===== src/rtl/tsf_consts.svh =====
// register offsets, reset values and field positions of the temperature status block
`ifndef TSF_CONSTS_SVH
`define TSF_CONSTS_SVH

`define TSF_ADDR_LOW_LIMIT 8'h30
`define TSF_ADDR_HIGH_FLAGS 8'h44
`define TSF_ADDR_OT_FLAGS 8'h45
`define TSF_ADDR_DIODE_FLAGS 8'h46
`define TSF_ADDR_LOW_FLAGS 8'h47
`define TSF_ADDR_COMP_EN 8'h4a
`define TSF_ADDR_ALERT_MASK 8'h4c
`define TSF_ADDR_OT_MASK 8'h4d

`define TSF_RST_LOW_LIMIT 8'h00
`define TSF_RST_COMP_EN 7'h00
`define TSF_RST_MASK 8'h00
`define TSF_RST_FLAGS 8'h00
`define TSF_UNMAPPED_DATA 8'h00

`define TSF_BIT_LOCAL 6
`define TSF_BIT_CH7 7
`define TSF_DIODE_RSVD_BIT 7

`endif


===== src/rtl/tsf_pkg.sv =====
// types and channel-to-bit mapping shared by the temperature status block
package tsf_pkg;
	typedef logic [7:0] tsf_byte_t;

	// channel 0 is local, 1..7 remote; returns its status bit position
	function automatic int tsf_bit_of(input int ch);
		if (ch == 0) begin
			return 6;
		end else if (ch == 7) begin
			return 7;
		end
		return ch - 1;
	endfunction : tsf_bit_of
endpackage : tsf_pkg


===== src/rtl/tsf_chan_cmp.sv =====
// per-channel limit comparison, refreshed on each conversion result
`timescale 1ns/1ps
module tsf_chan_cmp #(
	parameter int TEMP_W = 8
) (
	// clock and reset
	input wire logic ref_clk_i,
	input wire logic reset_i,
	// conversion result and limits
	input wire logic update_i,
	input wire logic [TEMP_W-1:0] temp_i,
	input wire logic [TEMP_W-1:0] high_limit_i,
	input wire logic [TEMP_W-1:0] ot_limit_i,
	input wire logic [TEMP_W-1:0] low_limit_i,
	// flags
	output logic high_o,
	output logic ot_o,
	output logic low_o
);
	// flags follow the latest result, so they clear once the condition is gone
	always_ff @(posedge ref_clk_i) begin
		if (reset_i) begin
			high_o <= 1'b0;
			ot_o <= 1'b0;
			low_o <= 1'b0;
		end else if (update_i) begin
			high_o <= temp_i > high_limit_i;
			ot_o <= temp_i > ot_limit_i;
			low_o <= temp_i < low_limit_i;
		end
	end
endmodule : tsf_chan_cmp


===== src/rtl/tsf_status_flags.sv =====
// status flags, shared low limit, masks and compensation enables of an eight-channel temperature monitor
`timescale 1ns/1ps
`include "tsf_consts.svh"
// Functional notes
// - High-alarm bit 6 is set while the local temperature is above its high-alarm limit.
// - Each remote channel sets its high-alarm bit above its limit, channel 7 on bit 7 and 6..1 on bits 5..0.
// - Over-temperature bit 6 becomes one when the local temperature exceeds its over-temperature limit.
// - Each remote channel sets its over-temperature bit, channel 7 on bit 7 and 6..1 on bits 5..0.
// - Remote channels 2..7 set diode-fault bit channel-1 when the diode is open or the anode sits at supply.
// - Diode-fault bit 0 is set when channel 1's anode and cathode are open or shorted together.
// - The diode-fault flags are readable at 0x46.
// - A channel's bit at 0x47 is set when its temperature is below the shared low limit at 0x30.
// - Low-alarm bit 7 belongs to remote channel 7.
// - Low-alarm bit 6 is the local channel and bits 5..0 are remote channels 6..1.
// - A read/write register at 0x4a enables series-resistance compensation per remote channel.
// - Compensation bit channel-1 serves channels 1..7, bit 7 is ignored, and all clear at reset.
// - A set mask bit suppresses its channel's high-alarm interrupt; mapping as the status bits, reset zero.
module tsf_status_flags
	import tsf_pkg::*;
#(
	parameter int N_CH = 8,
	parameter int TEMP_W = 8
) (
	// clock and reset
	input wire logic ref_clk_i,
	input wire logic reset_i,
	// byte register port, one command per write-byte or read-byte transaction
	input wire logic reg_wr_i,
	input wire logic reg_rd_i,
	input wire logic [7:0] reg_cmd_i,
	input wire logic [7:0] reg_wdata_i,
	output logic [7:0] reg_rdata_o,
	output logic reg_rvalid_o,
	// conversion results, channel 0 local, 1..7 remote
	input wire logic [N_CH-1:0] temp_valid_i,
	input wire logic [N_CH*TEMP_W-1:0] temp_i,
	input wire logic [N_CH*TEMP_W-1:0] high_limit_i,
	input wire logic [N_CH*TEMP_W-1:0] ot_limit_i,
	// remote diode sense, index is channel-1
	input wire logic [N_CH-2:0] remote_diode_open_i,
	input wire logic [N_CH-2:0] remote_diode_anode_at_supply_i,
	input wire logic remote_diode_short_i,
	// compensation enables, index is channel-1
	output logic [N_CH-2:0] comp_enable_o,
	// open-drain alarm pins, output value and enable
	output logic alert_out_o,
	output logic alert_oe_o,
	output logic overtemp_alarm_output_o,
	output logic overtemp_alarm_output_oe_o
);
	logic [7:0] high_alarm_flags;
	logic [7:0] overtemp_flags;
	logic [7:0] low_alarm_flags;
	logic [7:0] diode_fault_flags;
	logic [7:0] shared_low_alarm_limit;
	logic [6:0] series_resistance_comp_enable;
	logic [7:0] alert_mask;
	logic [7:0] ot_mask;
	logic [7:0] next_rdata;

	// elaboration guard: the bit mapping is fixed to eight byte-wide channels
	if (N_CH != 8 || TEMP_W != 8) begin : g_bad_size
		$error("tsf_status_flags serves eight channels of byte-wide data only");
	end

	// per-channel comparators, placed on the documented status bit
	for (genvar g = 0; g < N_CH; g++) begin : g_ch
		tsf_chan_cmp #(
			.TEMP_W(TEMP_W)
		) u_cmp (
			.ref_clk_i(ref_clk_i),
			.reset_i(reset_i),
			.update_i(temp_valid_i[g]),
			.temp_i(temp_i[g*TEMP_W +: TEMP_W]),
			.high_limit_i(high_limit_i[g*TEMP_W +: TEMP_W]),
			.ot_limit_i(ot_limit_i[g*TEMP_W +: TEMP_W]),
			.low_limit_i(shared_low_alarm_limit),
			.high_o(high_alarm_flags[tsf_bit_of(g)]),
			.ot_o(overtemp_flags[tsf_bit_of(g)]),
			.low_o(low_alarm_flags[tsf_bit_of(g)])
		);
	end

	// diode faults refresh with each remote conversion
	for (genvar r = 1; r < N_CH; r++) begin : g_diode
		always_ff @(posedge ref_clk_i) begin
			if (reset_i) begin
				diode_fault_flags[r-1] <= 1'b0;
			end else if (temp_valid_i[r]) begin
				if (r == 1) begin
					diode_fault_flags[r-1] <= remote_diode_open_i[r-1] | remote_diode_short_i;
				end else begin
					diode_fault_flags[r-1] <= remote_diode_open_i[r-1] | remote_diode_anode_at_supply_i[r-1];
				end
			end
		end
	end
	assign diode_fault_flags[`TSF_DIODE_RSVD_BIT] = 1'b0;

	// writable registers; writes to flag registers are dropped
	always_ff @(posedge ref_clk_i) begin
		if (reset_i) begin
			shared_low_alarm_limit <= `TSF_RST_LOW_LIMIT;
			series_resistance_comp_enable <= `TSF_RST_COMP_EN;
			alert_mask <= `TSF_RST_MASK;
			ot_mask <= `TSF_RST_MASK;
		end else if (reg_wr_i) begin
			case (reg_cmd_i)
				`TSF_ADDR_LOW_LIMIT: shared_low_alarm_limit <= reg_wdata_i;
				`TSF_ADDR_COMP_EN: series_resistance_comp_enable <= reg_wdata_i[6:0];
				`TSF_ADDR_ALERT_MASK: alert_mask <= reg_wdata_i;
				`TSF_ADDR_OT_MASK: ot_mask <= reg_wdata_i;
				default: ;
			endcase
		end
	end
	assign comp_enable_o = series_resistance_comp_enable;

	// read mux; unmapped commands answer zero
	always_comb begin
		case (reg_cmd_i)
			`TSF_ADDR_LOW_LIMIT: next_rdata = shared_low_alarm_limit;
			`TSF_ADDR_HIGH_FLAGS: next_rdata = high_alarm_flags;
			`TSF_ADDR_OT_FLAGS: next_rdata = overtemp_flags;
			`TSF_ADDR_DIODE_FLAGS: next_rdata = diode_fault_flags;
			`TSF_ADDR_LOW_FLAGS: next_rdata = low_alarm_flags;
			`TSF_ADDR_COMP_EN: next_rdata = {1'b0, series_resistance_comp_enable};
			`TSF_ADDR_ALERT_MASK: next_rdata = alert_mask;
			`TSF_ADDR_OT_MASK: next_rdata = ot_mask;
			default: next_rdata = `TSF_UNMAPPED_DATA;
		endcase
	end

	always_ff @(posedge ref_clk_i) begin
		if (reset_i) begin
			reg_rdata_o <= 8'h00;
			reg_rvalid_o <= 1'b0;
		end else begin
			reg_rvalid_o <= reg_rd_i;
			if (reg_rd_i) begin
				reg_rdata_o <= next_rdata;
			end
		end
	end

	// alarm pins pull low; masking only gates the pin, never the status bit
	always_ff @(posedge ref_clk_i) begin
		if (reset_i) begin
			alert_oe_o <= 1'b0;
			overtemp_alarm_output_oe_o <= 1'b0;
		end else begin
			alert_oe_o <= |(high_alarm_flags & ~alert_mask);
			overtemp_alarm_output_oe_o <= |(overtemp_flags & ~ot_mask);
		end
	end
	assign alert_out_o = 1'b0;
	assign overtemp_alarm_output_o = 1'b0;
endmodule : tsf_status_flags


===== config.mk =====
export PLATFORM = sky130hd
export DESIGN_NAME = tsf_status_flags
export DESIGN_NICKNAME = d
export VERILOG_FILES = /design/src/rtl/tsf_pkg.sv /design/src/rtl/tsf_chan_cmp.sv /design/src/rtl/tsf_status_flags.sv
export VERILOG_INCLUDE_DIRS = /design/src /design/src/rtl
export SDC_FILE = /design/constraint.sdc
export NUM_CORES = 1
export LEC_CHECK = 0
export BUFFER_PORTS_ARGS = -buffer_cell sky130_fd_sc_hd__buf_4
export CELL_PAD_IN_SITES_DETAIL_PLACEMENT = 0
export CELL_PAD_IN_SITES_GLOBAL_PLACEMENT = 1
export CORE_ASPECT_RATIO = 0.6
export CORE_MARGIN = 2
export CORE_UTILIZATION = 38
export CTS_BUF_LIST = sky130_fd_sc_hd__clkbuf_4
export DETAILED_ROUTE_END_ITERATION = 16
export MAX_ROUTING_LAYER = met4
export PLACE_DENSITY_LB_ADDON = 0.1
export SLEW_MARGIN = 15
export SYNTH_ARGS = -nofsm -noshare
export SYNTH_HDL_FRONTEND = slang
export SYNTH_SLANG_ARGS = --single-unit
export TNS_END_PERCENT = 5

===== constraint.sdc =====
create_clock -name ref_clk_i -period 1.9 [get_ports ref_clk_i]
set_input_delay 0.095 -clock ref_clk_i [delete_from_list [all_inputs] [get_ports ref_clk_i]]
set_output_delay 0.095 -clock ref_clk_i [all_outputs]
set_load 0.01 [all_outputs]

# After elaboration in Yosys (flattened, before gate mapping)

Index checks and enable logic that the tools add are counted.
W data, S select, Z words.

Add/subtract/negate cells: 0
Multipliers: 0
Div/mod/pow operators: 0
$lt $le $gt $ge: 24
Equality and inequality tests: 8
Shift-type cells: 0
Mux-type cells: 1
Bitwise gates (word level): 11
Reductions and logical operators: 6

Operators with widths:

| kind                 | count |
|---|---|
| $gt A8 B8 Y1         | 16 |
| $lt A8 B8 Y1         | 8 |
| $pmux W8 S8          | 1 |
| $eq A8 B7 Y1 const B | 7 |
| $and A8 B8 Y8        | 2 |
| $not A8 Y8           | 2 |
| $reduce_or A8 Y1     | 2 |
| $eq A8 B6 Y1 const B | 1 |
| $reduce_and A2 Y1    | 4 |
| $or A1 B1 Y1         | 7 |

Register bits: 73
Bits in latches: 0
Memory bits (writable): 0
Memory bits (read-only): 0
Input port bits: 235
Logic and storage cells: 89
Memories: 0

# Logic depth before layout (Yosys ltp)

Depth in word-level cells: 3
Mapped depth: 7
Depth with buffers taken out: 7

# Hierarchy

A second synthesis with hierarchy kept.

Cells, all modules: 957
Area total of the unflattened synthesis: 7,860.0 um^2

By module, submodules not included:

| module           | times used | cells each | area each (um^2) | sequential area each (um^2) |
|---|---|---|---|---|
| tsf_chan_cmp     | 8          | 83         | 670.6            | 60.1 |
| tsf_status_flags | 1          | 293        | 2,494.9          | 980.9 |

# Least setup slack after synthesis

OpenSTA, ideal clock, no wires.

Kind: input to register
Start: input port reg_cmd_i[4]
End: register ot_mask[5]
Arrival: 1.344 ns
Required time: 1.772 ns
Path slack: 0.429 ns
Cell stages on the path: 6
Cell sequence: or4b_1 > buf_2 > nor2_8 > nand4_4 > mux2i_1 > nor2_1

Word-level cells in the longest chain between the ends: 2

RTL lines:

| item                        | RTL line                | text |
|---|---|---|
| from (decl)                 | tsf_status_flags.sv:30  | `input wire logic [7:0] reg_cmd_i,` |
| $eq A8 B7 Y1                | tsf_status_flags.sv:108 | `case (reg_cmd_i)` |
| $reduce_and A2 Y1 (no line) | n/a                     |  |
| to (signal assigned)        | tsf_status_flags.sv:106 | `` ot_mask <= `TSF_RST_MASK; `` |
| to (signal assigned)        | tsf_status_flags.sv:112 | `` `TSF_ADDR_OT_MASK: ot_mask <= reg_wdata_i; `` |
| to (decl)                   | tsf_status_flags.sv:58  | `logic [7:0] ot_mask;` |

No other way between the ends.
A chain may end at the register's enable or synchronous reset.

# Worst setup path in the final report

Start: register shared_low_alarm_limit[1]
End: register g_ch[3].u_cmp.low_o

Word-level cells in the longest chain between the ends: 1

RTL lines:

| item                   | RTL line                | text |
|---|---|---|
| from (decl)            | tsf_status_flags.sv:55  | `logic [7:0] shared_low_alarm_limit;` |
| from (signal assigned) | tsf_status_flags.sv:103 | `` shared_low_alarm_limit <= `TSF_RST_LOW_LIMIT; `` |
| from (signal assigned) | tsf_status_flags.sv:109 | `` `TSF_ADDR_LOW_LIMIT: shared_low_alarm_limit <= reg_wdata_i; `` |
| $lt A8 B8 Y1           | tsf_chan_cmp.sv:29      | `low_o <= temp_i < low_limit_i;` |
| to (signal assigned)   | tsf_chan_cmp.sv:29      |  |
| to (decl)              | tsf_chan_cmp.sv:18      | `output logic low_o` |

No other way between the ends.

==> reports/metrics.cfg <==
[placed_design]
dpl_cell_area_um2=9950
io_buffers=251
gp_congestion=0.880
place_hpwl_mm=20.2

[final_layout]
drive_gt1_frac=0.231
layout.nets=1663
n_fill_cell=2003
fin_util=0.517
area_growth_pct=34.1
design_area_um2=10300

[floorplanning]
start_util=0.386
placementRows=40
fp.dieH_um=114
chipWidth_um=188
dieArea_um2=21500
io_pins=255
fp.coreArea_um2=20000

[synth]
synth_top_area_frac=0.299
synthArstFlopShare=0
synth_common_cells=ha_1, inv_1, dfxtp_1, nor2_1, o21ai_0
yosys_register_bits=73
synth-main-ff-cell=dfxtp_1
synth.cell_area_um2=7710
yosysSeqAreaShare=0.190
synth_edf_count=0
synth_most_common_cell=ha_1
synth.avg_cell_area_um2=8.00
yosys-top-cells-area=ha_1, dfxtp_1, inv_1
synth_area_leader_cell=ha_1
synth_warnings=0
ys_types=42
netlist_instances=964

[pwr]
p_switching_mw=1.33
comb_power_share=0.363
power_frac_seq=0.398
max-vdd-ir-drop_uv=282
p_leak_nw=5.29
clkPwrFrac=0.238
p_int_mw=2.76
p_sw_frac=0.325
p_per_area_nw_per_um2=395

[worst_setup_path]
crit_chain=inv_1, ha_1, a21o_1, a21oi_1, o21ai_0, a211oi_1
worst-path-buf-inv=1
cpLargestDelayFamily=compound AO/OA/AOI/OAI gates
path_max_fanout=8
worstSetupEndpointType=flip-flop
max_stage_delay_ns=0.40
crit_slowest_cell=inv_1
required_ns=2.26
cp_data_arrival_time_ns=2.10
crit_type=flip-flop to flip-flop
worstSetupStartpointType=flip-flop

[routing]
vias=7626
routed_wl_mm=24.5
viasPerCell=5.01
drc_errors=0
routedWlPerCell_um=16.1
antenna_left=0
dr.pass1.iters=5
first_iter_violations=443

[sta]
finalHoldViolations=0
fin_setup_tns_ns=0
rsz0062_at_grt=false
setup_viol=0
fmax_mhz=577
worst_slew_pin_slew_ns=0.733
timing.final.crit_share=0.912
slew_headroom=0.511
min_period_ns=1.73
maxSlewViolCount=0
fin_skew_ns=0.0202

[clock_tree]
cts_tree=done
worstSkewPairLatency_ns=0.44
clk_path_buf_depth=2
h-tree-depth=3
clkTransAtPathRegs_ns=0.14
cts-root-buf=clkbuf_4
cts_setup_buffers=0
numCtsBuffers=9
clock_sink_count=73

[grt]
antenna_found_initial=1
grt_pass1_vias=7286
grt_max_degree=46
grt_util_all_layers=0.236
grt-ovfl-total=0
grt_pass1_wl_mm=38.8

[run_status]
status=finished, final reports clean

[min_path]
hp-class=input pin to flip-flop

[job]
drv_cap=0

==> worst paths after layout <==
kind	start	cells past startpoint	slack, ns	end
worst max-delay path	shared_low_alarm_limit[1]	6	0.17	g_ch[3].u_cmp.low_o
worst min-delay path	high_limit_i[24]	4	0.05	g_ch[3].u_cmp.high_o
worst max register to register	shared_low_alarm_limit[1]	6	0.17	g_ch[3].u_cmp.low_o
worst min register to register	shared_low_alarm_limit[7]	2	0.48	shared_low_alarm_limit[7]
==> flip-flops by register name, indices dropped and copies added (netlist names), 7 cells and up <==
register	cells
comp_enable_o	7
g_ch.u_cmp.high_o	8
alert_mask	8
g_ch.u_cmp.ot_o	8
ot_mask	8
shared_low_alarm_limit	8
g_ch.u_cmp.low_o	8
reg_rdata_o	8
diode_fault_flags	7
==> stage by stage <==
stage / hold slack [ns] / std cells / worst slack [ns] / total power, mW
after CTS: 0.0242 / 1522 / 0.136 / 4.12
after global placement: 0.335 / 1481 / 0.147 / 3.08
after global routing: 0.0429 / 1523 / 0.0341 / 4.38
final: 0.0463 / 1523 / 0.167 / 4.09
after floorplan: 0.239 / 965 / 0.429 / 2.40
after detailed placement: 0.337 / 1481 / 0.119 / 3.10
==> placed cells by master (no fill, tap or decap), types with 29 or more instances in the layout <==
cell type / count
a21oi_1: 59
buf_4: 268
dfxtp_1: 73
ha_1: 184
inv_1: 174
mux2i_1: 39
nand4_1: 29
nor2_1: 70
nor2b_1: 31
o21a_1: 31
o21ai_0: 62
o22ai_1: 31
==> area by class of cell <==
| class | count | area [um2] | area share |
|---|---|---|---|
| antenna | 1 | 2.50 | 0.000242 |
| clock buffer | 9 | 67.6 | 0.00654 |
| clock inverter | 7 | 61.3 | 0.00593 |
| inverter | 174 | 653 | 0.0632 |
| multi-input combinational | 693 | 5480 | 0.531 |
| sequential | 73 | 1460 | 0.141 |
| tap | 273 | 342 | 0.0331 |
| timing repair buffer | 293 | 2260 | 0.219 |
==> what timing repair did <==
action,CTS,global route
endpoints found under the hold margin,43,0
hold buffers,25,0
gates resized for setup,0,0
setup endpoints to repair,0,0
==> routing by layer <==
metal	vias to the layer above	wire length [um]	global-route usage
li1	3956	-	-
met1	3395	13400	0.364
met2	261	9330	0.327
met3	14	1630	0.0349
met4	0	161	0.0241
met5	-	0	-
==> power groups by stage <==
stage	sequential (mW)	clock, mW	combinational [mW]
3_5_place_dp	1.66	0	1.44
2_1_floorplan	1.64	0	0.756
4_1_cts	1.63	1.00	1.49
6_report	1.63	0.973	1.48
3_3_place_gp	1.66	0	1.42
5_1_grt	1.64	1.06	1.69
==> cells by family after synthesis <==
family                     share of synthesized area
and+or+nand+nor                                0.160
AOI/OAI and AO/OA                              0.201
adders and majority gates                      0.299
muxes                                         0.0506
buffers and inverters                         0.0994
other                                       0.000487
DFF                                            0.190
==> worst min-delay path, delay by kind of cell <==
kind | cells | cell delay (ns)
buffers and inverters | 1 | 0.08
AOI/OAI and AO/OA | 2 | 0.17
adders and majority gates | 1 | 0.11
Note: power is estimated with default switching activity, not from simulation.
